File: src/design/dic_pkg.sv
/*
 * Package for the deinterlacer control block: register offsets, field positions,
 * reset values, mode encodings and the packed carriers shared with the top module.
 * Assumes a 16-bit register port with byte offsets as printed and a 100 MHz system clock.
 */
package dic_pkg;
    localparam int ADDR_W = 12;
    localparam int DATA_W = 16;

    localparam logic [11:0] OFS_IRQ_EN = 12'h114;
    localparam logic [11:0] OFS_SCALER = 12'h200;
    localparam logic [11:0] OFS_BUF_LO = 12'h400;
    localparam logic [11:0] OFS_BUF_HI = 12'h404;
    localparam logic [11:0] OFS_H_ACT = 12'h510;
    localparam logic [11:0] OFS_LINE_LEN = 12'h520;
    localparam logic [11:0] OFS_VBLANK = 12'h534;
    localparam logic [11:0] OFS_V_ACT = 12'h540;
    localparam logic [11:0] OFS_MODE = 12'h700;
    localparam logic [11:0] OFS_OUT_CFG = 12'h800;
    localparam logic [11:0] OFS_BYPASS = 12'h804;
    localparam logic [11:0] OFS_UPDATE = 12'h808;
    // Input configuration bits are held here because no other block owns them
    localparam logic [11:0] OFS_IN_CFG = 12'h010;

    localparam int BIT_VSYNC_IRQ = 0;
    localparam int BIT_HSYNC_IRQ = 1;
    localparam int BIT_SCALER_EN = 0;
    localparam int BIT_CONV_EN = 7;
    localparam int BIT_OUT_POL = 1;
    localparam int BIT_LINE_VALID = 0;
    localparam int BIT_BYPASS = 1;
    localparam int BIT_ITU_SEL = 4;
    localparam int BIT_HS_POL = 2;
    localparam int BIT_VS_POL = 1;

    localparam logic [15:0] RST_IRQ_EN = 16'h0000;
    localparam logic [15:0] RST_SCALER = 16'h0001;
    localparam logic [9:0] RST_H_ACT = 10'h280;
    localparam logic [9:0] RST_LINE_LEN = 10'h2da;
    localparam logic [5:0] RST_VBLANK = 6'h01;
    localparam logic [9:0] RST_V_ACT = 10'h1e0;
    localparam logic [15:0] RST_MODE = 16'h0080;
    localparam logic [15:0] RST_OUT_CFG = 16'h0003;
    localparam logic [15:0] RST_BYPASS = 16'h0000;
    localparam logic [15:0] RST_IN_CFG = 16'h0000;
    localparam logic [15:0] RST_BUF = 16'h0000;
    localparam logic [1:0] UPDATE_GO = 2'b11;
    localparam logic [15:0] READ_UNMAPPED = 16'h0000;

    typedef enum logic [1:0] {
        DI_WEAVE = 2'b00,
        DI_BOB = 2'b01,
        DI_INTERP = 2'b10,
        DI_RSVD = 2'b11
    } dic_di_mode_t;

    typedef enum logic [2:0] {
        UPD_IDLE = 3'b001,
        UPD_ARMED = 3'b010,
        UPD_APPLY = 3'b100
    } dic_upd_state_t;

    typedef struct packed {
        logic [11:0] addr;
        logic [15:0] wdata;
        logic wr;
        logic rd;
    } dic_bus_req_t;

    // Settings that steer the conversion datapath
    typedef struct packed {
        logic scalerEn;
        logic conversionEn;
        dic_di_mode_t diMode;
        logic outSyncPolarity;
        logic lineValidSel;
        logic correctionBypassBit;
        logic [31:0] bufferStartAddress;
        logic [9:0] hActiveCount;
        logic [9:0] lineLength;
        logic [5:0] vblankLines;
        logic [9:0] vActiveCount;
    } dic_cfg_t;

    // Raw sync taps: pins for parallel sync, decoded code bits for embedded sync
    typedef struct packed {
        logic lineSyncIn;
        logic frameSyncIn;
        logic embHBit;
        logic embVBit;
    } dic_sync_t;
endpackage

File: src/design/dic_ctrl.sv
/*
 * Register file and sync-edge interrupt logic of the deinterlacer control block.
 * Assumes a single-cycle register master, sync inputs synchronous to clk, and
 * a frame-start pulse from the conversion datapath.
 */
// Function
// - Horizontal sync trailing edge raises interrupt when its enable bit is set.
// - Vertical sync trailing edge raises interrupt when its enable bit is set.
// - Scaler enable resets to one; software leaves settings alone while set.
// - Buffer start address built from low bits 15:2 and high bits 31:16.
// - Ten-bit horizontal active pixel count, default 640.
// - Six-bit vertical blanking line count, default one.
// - Ten-bit vertical active line count, default 480.
// - Conversion enable resets to one; software keeps it enabled.
// - Two-bit deinterlace mode: weave, line double, interpolate; 11 reserved.
// - Output polarity bit: zero positive, one negative, reset one.
// - Horizontal sync type: zero pulse, one line valid strobe, reset one.
// - Bypass bit routes video around image correction when set.
// - Writing 11 to update applies correction settings from next frame.
// - Input standard select chooses parallel pins or embedded codes.
// - Input sync polarity bits select low or high active; ignored embedded.
module dic_ctrl (
    input wire logic clk,
    input wire logic rst_b,
    input wire logic clkEn,
    input wire dic_pkg::dic_bus_req_t busReq,
    output logic [15:0] rdData,
    input wire dic_pkg::dic_sync_t syncIn,
    input wire logic frameStart,
    output dic_pkg::dic_cfg_t cfg,
    output logic correctionUpdate,
    output logic hsyncIrq,
    output logic vsyncIrq,
    output logic inputStandardSel
);
    import dic_pkg::*;

    logic rstMeta_ff;
    logic rstSync_ff;
    logic rstLocal_b;

    always_ff @(posedge clk or negedge rst_b) begin
        if (!rst_b) begin
            rstMeta_ff <= 1'b0;
            rstSync_ff <= 1'b0;
        end else begin
            rstMeta_ff <= 1'b1;
            rstSync_ff <= rstMeta_ff;
        end
    end
    assign rstLocal_b = rstSync_ff;

    function automatic logic hit(input logic [11:0] a, input logic [11:0] ofs);
        return a == ofs;
    endfunction

    logic [15:0] irqEn_ff;
    logic [15:0] scaler_ff;
    logic [15:0] bufLo_ff;
    logic [15:0] bufHi_ff;
    logic [9:0] hAct_ff;
    logic [9:0] lineLen_ff;
    logic [5:0] vblank_ff;
    logic [9:0] vAct_ff;
    logic [15:0] mode_ff;
    logic [15:0] outCfg_ff;
    logic [15:0] bypass_ff;
    logic [15:0] inCfg_ff;
    logic [1:0] update_ff;
    logic [15:0] rdData_ff;

    wire logic wrEn = clkEn & busReq.wr;
    wire logic rdEn = clkEn & busReq.rd;
    wire logic [11:0] a = busReq.addr;
    wire logic [15:0] wd = busReq.wdata;

    always_ff @(posedge clk or negedge rstLocal_b) begin
        if (!rstLocal_b) begin
            irqEn_ff <= RST_IRQ_EN;
            scaler_ff <= RST_SCALER;
            bufLo_ff <= RST_BUF;
            bufHi_ff <= RST_BUF;
            hAct_ff <= RST_H_ACT;
            lineLen_ff <= RST_LINE_LEN;
            vblank_ff <= RST_VBLANK;
            vAct_ff <= RST_V_ACT;
            mode_ff <= RST_MODE;
            outCfg_ff <= RST_OUT_CFG;
            bypass_ff <= RST_BYPASS;
            inCfg_ff <= RST_IN_CFG;
        end else if (wrEn) begin
            if (hit(a, OFS_IRQ_EN)) irqEn_ff <= {14'h0000, wd[1:0]};
            if (hit(a, OFS_SCALER)) scaler_ff <= {15'h0000, wd[BIT_SCALER_EN]};
            if (hit(a, OFS_BUF_LO)) bufLo_ff <= {wd[15:2], 2'b00};
            if (hit(a, OFS_BUF_HI)) bufHi_ff <= wd;
            if (hit(a, OFS_H_ACT)) hAct_ff <= wd[9:0];
            if (hit(a, OFS_LINE_LEN)) lineLen_ff <= wd[9:0];
            if (hit(a, OFS_VBLANK)) vblank_ff <= wd[5:0];
            if (hit(a, OFS_V_ACT)) vAct_ff <= wd[9:0];
            if (hit(a, OFS_MODE)) mode_ff <= {8'h00, wd[7], 5'h00, wd[1:0]};
            if (hit(a, OFS_OUT_CFG)) outCfg_ff <= {14'h0000, wd[1:0]};
            if (hit(a, OFS_BYPASS)) bypass_ff <= {14'h0000, wd[1], 1'b0};
            if (hit(a, OFS_IN_CFG)) inCfg_ff <= {11'h000, wd[4], 1'b0, wd[2:1], 1'b0};
        end
    end

    // Update request: armed by writing 11, delivered at the next frame start
    dic_upd_state_t upd_ff;
    dic_upd_state_t nxt_upd;
    wire logic updWrite = wrEn & hit(a, OFS_UPDATE) & (wd[1:0] == UPDATE_GO);

    always_comb begin
        case (upd_ff)
            UPD_IDLE: nxt_upd = updWrite ? UPD_ARMED : UPD_IDLE;
            UPD_ARMED: nxt_upd = frameStart ? UPD_APPLY : UPD_ARMED;
            UPD_APPLY: nxt_upd = updWrite ? UPD_ARMED : UPD_IDLE;
            default: nxt_upd = UPD_IDLE;
        endcase
    end

    always_ff @(posedge clk or negedge rstLocal_b) begin
        if (!rstLocal_b) begin
            upd_ff <= UPD_IDLE;
            update_ff <= 2'b00;
        end else if (clkEn) begin
            upd_ff <= nxt_upd;
            // Readback shows 11 while a request waits for its frame
            update_ff <= (nxt_upd == UPD_ARMED) ? UPDATE_GO : 2'b00;
        end
    end
    assign correctionUpdate = (upd_ff == UPD_APPLY);

    // Sync edge detection; inputs are synchronous so one stage suffices
    wire logic itu = inCfg_ff[BIT_ITU_SEL];
    wire logic hsync_in_polarity = inCfg_ff[BIT_HS_POL];
    wire logic vsync_in_polarity = inCfg_ff[BIT_VS_POL];
    // Fold pin polarity so the trailing edge is always a one-to-zero of "active"
    wire logic hActive = itu ? syncIn.embHBit : (syncIn.lineSyncIn ~^ hsync_in_polarity);
    wire logic vActive = itu ? syncIn.embVBit : (syncIn.frameSyncIn ~^ vsync_in_polarity);
    logic hPrev_ff;
    logic vPrev_ff;
    logic hsyncIrq_ff;
    logic vsyncIrq_ff;
    wire logic hTrail = hPrev_ff & ~hActive;
    wire logic vTrail = vPrev_ff & ~vActive;

    always_ff @(posedge clk or negedge rstLocal_b) begin
        if (!rstLocal_b) begin
            hPrev_ff <= 1'b0;
            vPrev_ff <= 1'b0;
            hsyncIrq_ff <= 1'b0;
            vsyncIrq_ff <= 1'b0;
        end else if (clkEn) begin
            hPrev_ff <= hActive;
            vPrev_ff <= vActive;
            hsyncIrq_ff <= hTrail & irqEn_ff[BIT_HSYNC_IRQ];
            vsyncIrq_ff <= vTrail & irqEn_ff[BIT_VSYNC_IRQ];
        end
    end
    assign hsyncIrq = hsyncIrq_ff;
    assign vsyncIrq = vsyncIrq_ff;
    assign inputStandardSel = itu;

    // Read mux, registered for next-cycle data
    logic [15:0] rdMux;
    always_comb begin
        case (a)
            OFS_IRQ_EN: rdMux = irqEn_ff;
            OFS_SCALER: rdMux = scaler_ff;
            OFS_BUF_LO: rdMux = bufLo_ff;
            OFS_BUF_HI: rdMux = bufHi_ff;
            OFS_H_ACT: rdMux = {6'h00, hAct_ff};
            OFS_LINE_LEN: rdMux = {6'h00, lineLen_ff};
            OFS_VBLANK: rdMux = {10'h000, vblank_ff};
            OFS_V_ACT: rdMux = {6'h00, vAct_ff};
            OFS_MODE: rdMux = mode_ff;
            OFS_OUT_CFG: rdMux = outCfg_ff;
            OFS_BYPASS: rdMux = bypass_ff;
            OFS_UPDATE: rdMux = {14'h0000, update_ff};
            OFS_IN_CFG: rdMux = inCfg_ff;
            default: rdMux = READ_UNMAPPED;
        endcase
    end

    always_ff @(posedge clk or negedge rstLocal_b) begin
        if (!rstLocal_b) begin
            rdData_ff <= 16'h0000;
        end else if (clkEn) begin
            rdData_ff <= rdEn ? rdMux : 16'h0000;
        end
    end
    assign rdData = rdData_ff;

    assign cfg.scalerEn = scaler_ff[BIT_SCALER_EN];
    assign cfg.conversionEn = mode_ff[BIT_CONV_EN];
    assign cfg.diMode = dic_di_mode_t'(mode_ff[1:0]);
    assign cfg.outSyncPolarity = outCfg_ff[BIT_OUT_POL];
    assign cfg.lineValidSel = outCfg_ff[BIT_LINE_VALID];
    assign cfg.correctionBypassBit = bypass_ff[BIT_BYPASS];
    assign cfg.bufferStartAddress = {bufHi_ff, bufLo_ff[15:2], 2'b00};
    assign cfg.hActiveCount = hAct_ff;
    assign cfg.lineLength = lineLen_ff;
    assign cfg.vblankLines = vblank_ff;
    assign cfg.vActiveCount = vAct_ff;

    // Checks
    chk_hirq_edge: assert property (@(posedge clk) disable iff (!rstLocal_b)
        clkEn && hTrail && irqEn_ff[BIT_HSYNC_IRQ] |=> hsyncIrq)
        else $error("hsync interrupt missing after trailing edge");
    chk_virq_edge: assert property (@(posedge clk) disable iff (!rstLocal_b)
        clkEn && vTrail && irqEn_ff[BIT_VSYNC_IRQ] |=> vsyncIrq)
        else $error("vsync interrupt missing after trailing edge");
    chk_irq_single_pulse: assert property (@(posedge clk) disable iff (!rstLocal_b)
        clkEn && hsyncIrq && $stable(hActive) |=> !hsyncIrq)
        else $error("hsync interrupt longer than one edge");
    chk_virq_masked: assert property (@(posedge clk) disable iff (!rstLocal_b)
        $past(!irqEn_ff[BIT_VSYNC_IRQ]) |-> !vsyncIrq)
        else $error("vsync interrupt while disabled");
    chk_buf_addr_low: assert property (@(posedge clk) disable iff (!rstLocal_b)
        wrEn && hit(a, OFS_BUF_LO) |=> cfg.bufferStartAddress[15:0] == ($past(wd) & 16'hfffc))
        else $error("buffer address low half not word aligned copy of write");
    chk_update_frame: assert property (@(posedge clk) disable iff (!rstLocal_b)
        upd_ff == UPD_ARMED && clkEn && frameStart |=> correctionUpdate)
        else $error("update not applied at frame start");
    chk_update_wait: assert property (@(posedge clk) disable iff (!rstLocal_b)
        correctionUpdate |-> $past(upd_ff) == UPD_ARMED)
        else $error("update applied without request");
    chk_read_latency: assert property (@(posedge clk) disable iff (!rstLocal_b)
        clkEn && busReq.rd && a == OFS_MODE |=> rdData == $past(mode_ff))
        else $error("mode readback mismatch");
    chk_mode_mask: assert property (@(posedge clk) disable iff (!rstLocal_b)
        mode_ff[6:2] == 5'h00 && mode_ff[15:8] == 8'h00)
        else $error("reserved mode bits set");
    chk_virq_single_pulse: assert property (@(posedge clk) disable iff (!rstLocal_b)
        clkEn && vsyncIrq |=> !vsyncIrq)
        else $error("vsync interrupt longer than one edge");
    chk_hirq_masked: assert property (@(posedge clk) disable iff (!rstLocal_b)
        clkEn && !irqEn_ff[BIT_HSYNC_IRQ] |=> !hsyncIrq)
        else $error("hsync interrupt while disabled");
    // Read data must not linger, software may poll the port freely
    chk_read_idle: assert property (@(posedge clk) disable iff (!rstLocal_b)
        clkEn && !busReq.rd |=> rdData == 16'h0000)
        else $error("read data outside its cycle");
    chk_freeze_state: assert property (@(posedge clk) disable iff (!rstLocal_b)
        !clkEn |=> $stable(cfg) && $stable(rdData) && $stable(upd_ff))
        else $error("state moved while clock enable low");
    cov_hirq: cover property (@(posedge clk) hsyncIrq);
    cov_virq_emb: cover property (@(posedge clk) vsyncIrq && itu);
    cov_update: cover property (@(posedge clk) correctionUpdate);
    cov_bypass: cover property (@(posedge clk) cfg.correctionBypassBit);
    cov_mode_interp: cover property (@(posedge clk) cfg.diMode == DI_INTERP);
endmodule

File: config.mk
export PLATFORM = sky130hd
export DESIGN_NAME = dic_ctrl
export DESIGN_NICKNAME = d
export VERILOG_FILES = /design/src/design/dic_pkg.sv /design/src/design/dic_ctrl.sv
export SDC_FILE = /design/constraint.sdc
export NUM_CORES = 1
export LEC_CHECK = 0
export BUFFER_PORTS_ARGS = -buffer_cell sky130_fd_sc_hd__buf_2
export CAP_MARGIN = 20
export CORE_MARGIN = 2
export CORE_UTILIZATION = 57
export DETAILED_ROUTE_END_ITERATION = 6
export PLACE_DENSITY = 0.85
export SKIP_LAST_GASP = 1
export SYNTH_ARGS = -nofsm -noshare
export SYNTH_HDL_FRONTEND = slang
export SYNTH_SLANG_ARGS = --single-unit
File: constraint.sdc
create_clock -name clk -period 6.5 [get_ports clk]
set_clock_uncertainty 0.15 [all_clocks]
set_input_delay 0.65 -clock clk [delete_from_list [all_inputs] [get_ports clk]]
set_output_delay 0.65 -clock clk [all_outputs]
set_load 0.02 [all_outputs]
Word level (Yosys, flattened, before mapping)
Index checks and enable logic that the tools add are counted. W data, S select, Z words.

Register bits after elaboration: 105. Bits in latches: 0. Bits in writable memories: 0. Bits in read-only memories: 0. Output and inout port bits: 95. Memories: 0.

Add/sub/neg operators: 0. Multiply operators: 0. Div/mod/pow operators: 0. Magnitude comparators: 0. Equal/unequal tests: 18. Shift operators: 0. Multiplexer cells: 8. Bitwise logic cells: 12. Reduce and logical (&&, ||, !) cells: 13.

Operators by type and width (count): $pmux W16 S13 (1); $eq A12 B11 Y1 const B (7); $eq A12 B12 Y1 const B (3); $reduce_and A2 Y1 (12); $mux W16 (1); $eq A12 B10 Y1 const B (1); $eq A12 B5 Y1 const B (1); $eq A12 B9 Y1 const B (1); $and A1 B1 Y1 (8); $eq A3 B2 Y1 const B (2); $pmux W3 S2 (1); $mux W2 (2); $eq A3 B1 Y1 const B (1); $eq A3 B3 Y1 const B (1); $mux W3 (1); $eq A2 B2 Y1 const B (1); $mux W1 (2); $not A1 Y1 (2); $reduce_or A2 Y1 (1); $xnor A1 B1 Y1 (2).

Logic depth before layout (Yosys ltp)
Word-level depth: 7. Gate-level depth with buffers: 9. Mapped depth without buffers: 5.

Worst setup path before layout
No wires, ideal clock.

Kind: input to register. From: in busReq[20] (netlist bit). To: reg vblank_ff[2]. Setup time: 0.125 ns. Arrival: 2.416 ns. Path slack: 3.810 ns. Stages: 7. Cells stage by stage: buf_2 > or4b_1 > buf_2 > nor4_4 > and2_1 > buf_2 > mux2_2.

Longest elaborated chain between the ends: 2.

Ends and longest elaborated chain: start, declared (RTL line dic_ctrl.sv:26) `input wire dic_pkg::dic_bus_req_t busReq,`; $eq A12 B11 Y1 (RTL line dic_ctrl.sv:54) `return a == ofs;`; $reduce_and A2 Y1 (no source line); end signal, assigned (RTL line dic_ctrl.sv:98) `if (hit(a, OFS_VBLANK)) vblank_ff <= wd[5:0];`; end, declared (RTL line dic_ctrl.sv:63) `logic [5:0] vblank_ff;`.

Every way passes these cells. A chain may end at the register's enable or synchronous reset.

Worst setup path after layout
From: in busReq[19] (netlist bit). To: reg lineLen_ff[2].

Longest elaborated chain between the ends: 2.

Ends and longest elaborated chain: $eq A12 B11 Y1 (RTL line dic_ctrl.sv:54); $reduce_and A2 Y1 (no source line); end signal, assigned (RTL line dic_ctrl.sv:97) `if (hit(a, OFS_LINE_LEN)) lineLen_ff <= wd[9:0];`; end, declared (RTL line dic_ctrl.sv:62) `logic [9:0] lineLen_ff;`.

Every way passes these cells.

==> flow_summary.toml <==
[outcome]
status = "finished, final reports clean"

[sta]
rsz0062_at_grt = "false"
post-route-min-period_ns = 2.96
fin_tns_setup_ns = 0
finalMaxSlewViolations = 0
maxSlewHeadroom_pct = 44.7
tightestPinTransition_ns = 0.819
fmax_mhz = 338
period_share_pct = 45.6
setup_violations = 0
hold_violations = 0

[finish]
drive_above_1_share_pct = 50.3
design_area_sq_um = 5970
nNetsFinal = 558
insertedDiodeCount = 0
syn_to_final_growth_pct = 16.9
fillers = 665

[synthesis]
synth_area_sq_um = 5110
syn-mean-instance-area_sq_um = 12.7
yosysWarnings = 0
yosysUniqueCellTypes = 66
synthCells = 402
synth_seq_cells = 104
synthFlopType = "dfrtp_1"
async_flop_share_pct = 100
synth_edf_count = 0
ys_seq_area_share_pct = 51.4

[critical_path]
cp_slowest_cell = "or4_1"
path_buf_inv = 1
crit_arrival_ns = 3.06
crit_chain = "buf_2, or4_1, nor4b_4, and2_1, mux2_2"
cp-end-kind = "flip-flop"
path_delay_family = "simple AND/OR/NAND/NOR gates"
crit_required_ns = 6.60
cp_max_fo = 10
start_kind = "input pin"
worstSetupPathType = "in -> reg"
max_stage_delay_ns = 0.78
r2r_setup_slack_ns = 4.87

[floorplan]
initial_utilization_pct = 58.6
rows = 34
die-area_sq_um = 9740
io_pins = 133
die_h_um = 98.7
core_sq_um = 8720
fp.dieW_um = 98.7

[placement]
gp_congestion = 0.929
port_buffers = 130
placed_cell_area_sq_um = 5760
dp_hpwl_um = 9930

[global_routing]
antenna_found_initial = 0
grt_pass1_wl_um = 21700
grt_pass1_vias = 4099
grt_overflow_total = 0
grt_max_degree = 63
grt_usage_pct = 28.4

[route]
vias = 3979
viasPerCell = 6.29
first_pass_iters = 5
drt_iter0_markers = 265
wl_um = 13400
wire_per_inst_um = 21.2
final_antenna_net_count = 0
route.detailed.drc = 0

[power_and_ir_drop]
p_sw_uw = 293
p_int_uw = 844
combPwrFrac_pct = 6.5
powerDensity_nw_per_um2 = 190
p_sw_share_pct = 25.8
p_clk_share_pct = 35.3
ir_worst_vdd_mv = 0.135
p_leak_uw = 0.00310
p_seq_share_pct = 58.2

[cts]
post-cts-setup-buffer-count = 0
cts_max_level = 3
cts_tree = "done"
clk_pin_slew_worst_paths_ns = 0.11
clock_sinks = 104
cts-resized-gates = 0
clk_path_buf_depth = 2
clkLatencyLatePin_ns = 0.38
cts_root_buffer = "clkbuf_8"
cts_inserted_buffers = 9

[job]
cap_violations = 0

[min_path]
hp-class = "reg -> async"
==> placed cells by master, fill, tap and decap left out, types with 9 or more instances in the layout <==
master and n:
a22o_1 20, a22oi_1 11, buf_2 130, clkbuf_8 11, dfrtp_1 85, dfstp_2 18
mux2_2 67, mux2_4 10, nand2_1 11, nand3_1 9, nor2_1 11, nor2b_1 9
==> per-layer routing <==
layer | global-route usage [%] | share of wire [%]
met1 | 39.7 | 43
met2 | 44.9 | 48
met3 | 4.68 | 6.9
met4 | 11.0 | 2.3
met5 | 0 | 0
==> cell usage after synthesis, types with 9 or more instances <==
cell / count / area, sq um
buf_2: 10 / 50.1
nand2_1: 11 / 41.3
clkbuf_1: 9 / 33.8
nor2_1: 11 / 41.3
a22oi_1: 11 / 82.6
mux2_4: 10 / 150
mux2_2: 67 / 754
dfstp_2: 18 / 473
nand3_1: 9 / 45.0
nor2b_1: 9 / 56.3
a22o_1: 20 / 175
dfrtp_1: 86 / 2150
==> worst paths after layout <==
check	start	to	cells past startpoint
max in group asynchronous	rstLocal_b$_DFF_PN0_	bufHi_ff[7]$_DFFE_PN0P_	1
hold reg to reg	rstLocal_b$_DFF_PN0_	inCfg_ff[4]$_DFFE_PN0P_	0
min in group clk	rstMeta_ff$_DFF_PN0_	rstLocal_b$_DFF_PN0_	0
hold / removal	rstLocal_b$_DFF_PN0_	inCfg_ff[4]$_DFFE_PN0P_	0
setup reg to reg	rstLocal_b$_DFF_PN0_	bufHi_ff[7]$_DFFE_PN0P_	1
setup / recovery	busReq[19]	lineLen_ff[2]$_DFFE_PN0P_	5
==> metrics by stage <==
step / total power [uW] / cells / util (%) / hold slack [ns] / setup WS (ns)
floorplan: 715 / 403 / - / 0.181 / 3.27
global placement: 744 / 615 / 66.0 / 0.167 / 3.14
detailed placement: 747 / 615 / 66.0 / 0.183 / 3.03
CTS: 1140 / 632 / 68.4 / 0.191 / 3.41
global route: 1180 / 633 / 68.5 / 0.206 / 3.47
finish: 1140 / 633 / 68.5 / 0.160 / 3.54
==> cell type report <==
type	count	area, sq um	share of cell area, %
inverters	5	18.8	0.314
clock inverters	5	46.3	0.775
clock buffers	11	151	2.54
repair buffers	134	683	11.4
multi-input cells	266	2310	38.7
flip-flops and latches	104	2630	44.0
well taps	108	135	2.26
==> flip-flops by register name (all words and copies together) (netlist names), 2 cells and up <==
signal and flops:
bufHi_ff 16, rdData 16, bufLo_ff 14, hAct_ff 10
lineLen_ff 10, vAct_ff 10, vblank_ff 6, inCfg_ff 3
mode_ff 3, upd_ff 3, irqEn_ff 2, outCfg_ff 2
==> cells by family after synthesis <==
group	Yosys count	synth area share, %
buffers and inverters	33	3.65
AOI/OAI and AO/OA	77	12.0
other	2	0.147
xor gates and xnor gates	6	1.03
DFF	104	51.4
muxes	80	18.3
and+or+nand+nor	100	13.5
==> power groups by stage <==
| stage | combinational, uW | sequential (uW) | clock (uW) |
|---|---|---|---|
| after floorplan | 36.9 | 678 | 0 |
| after global placement | 70.3 | 674 | 0 |
| after detailed placement | 72.2 | 675 | 0 |
| after CTS | 73.1 | 663 | 405 |
| after global routing | 80.7 | 664 | 431 |
| final | 73.8 | 662 | 401 |
==> repair_timing <==
item | in CTS | in global routing
setup endpoints to repair | 0 | 0
hold buffers | 1 | 0
endpoints found under the hold margin | 2 | 0
No activity file was read; power rests on OpenSTA's default activity.
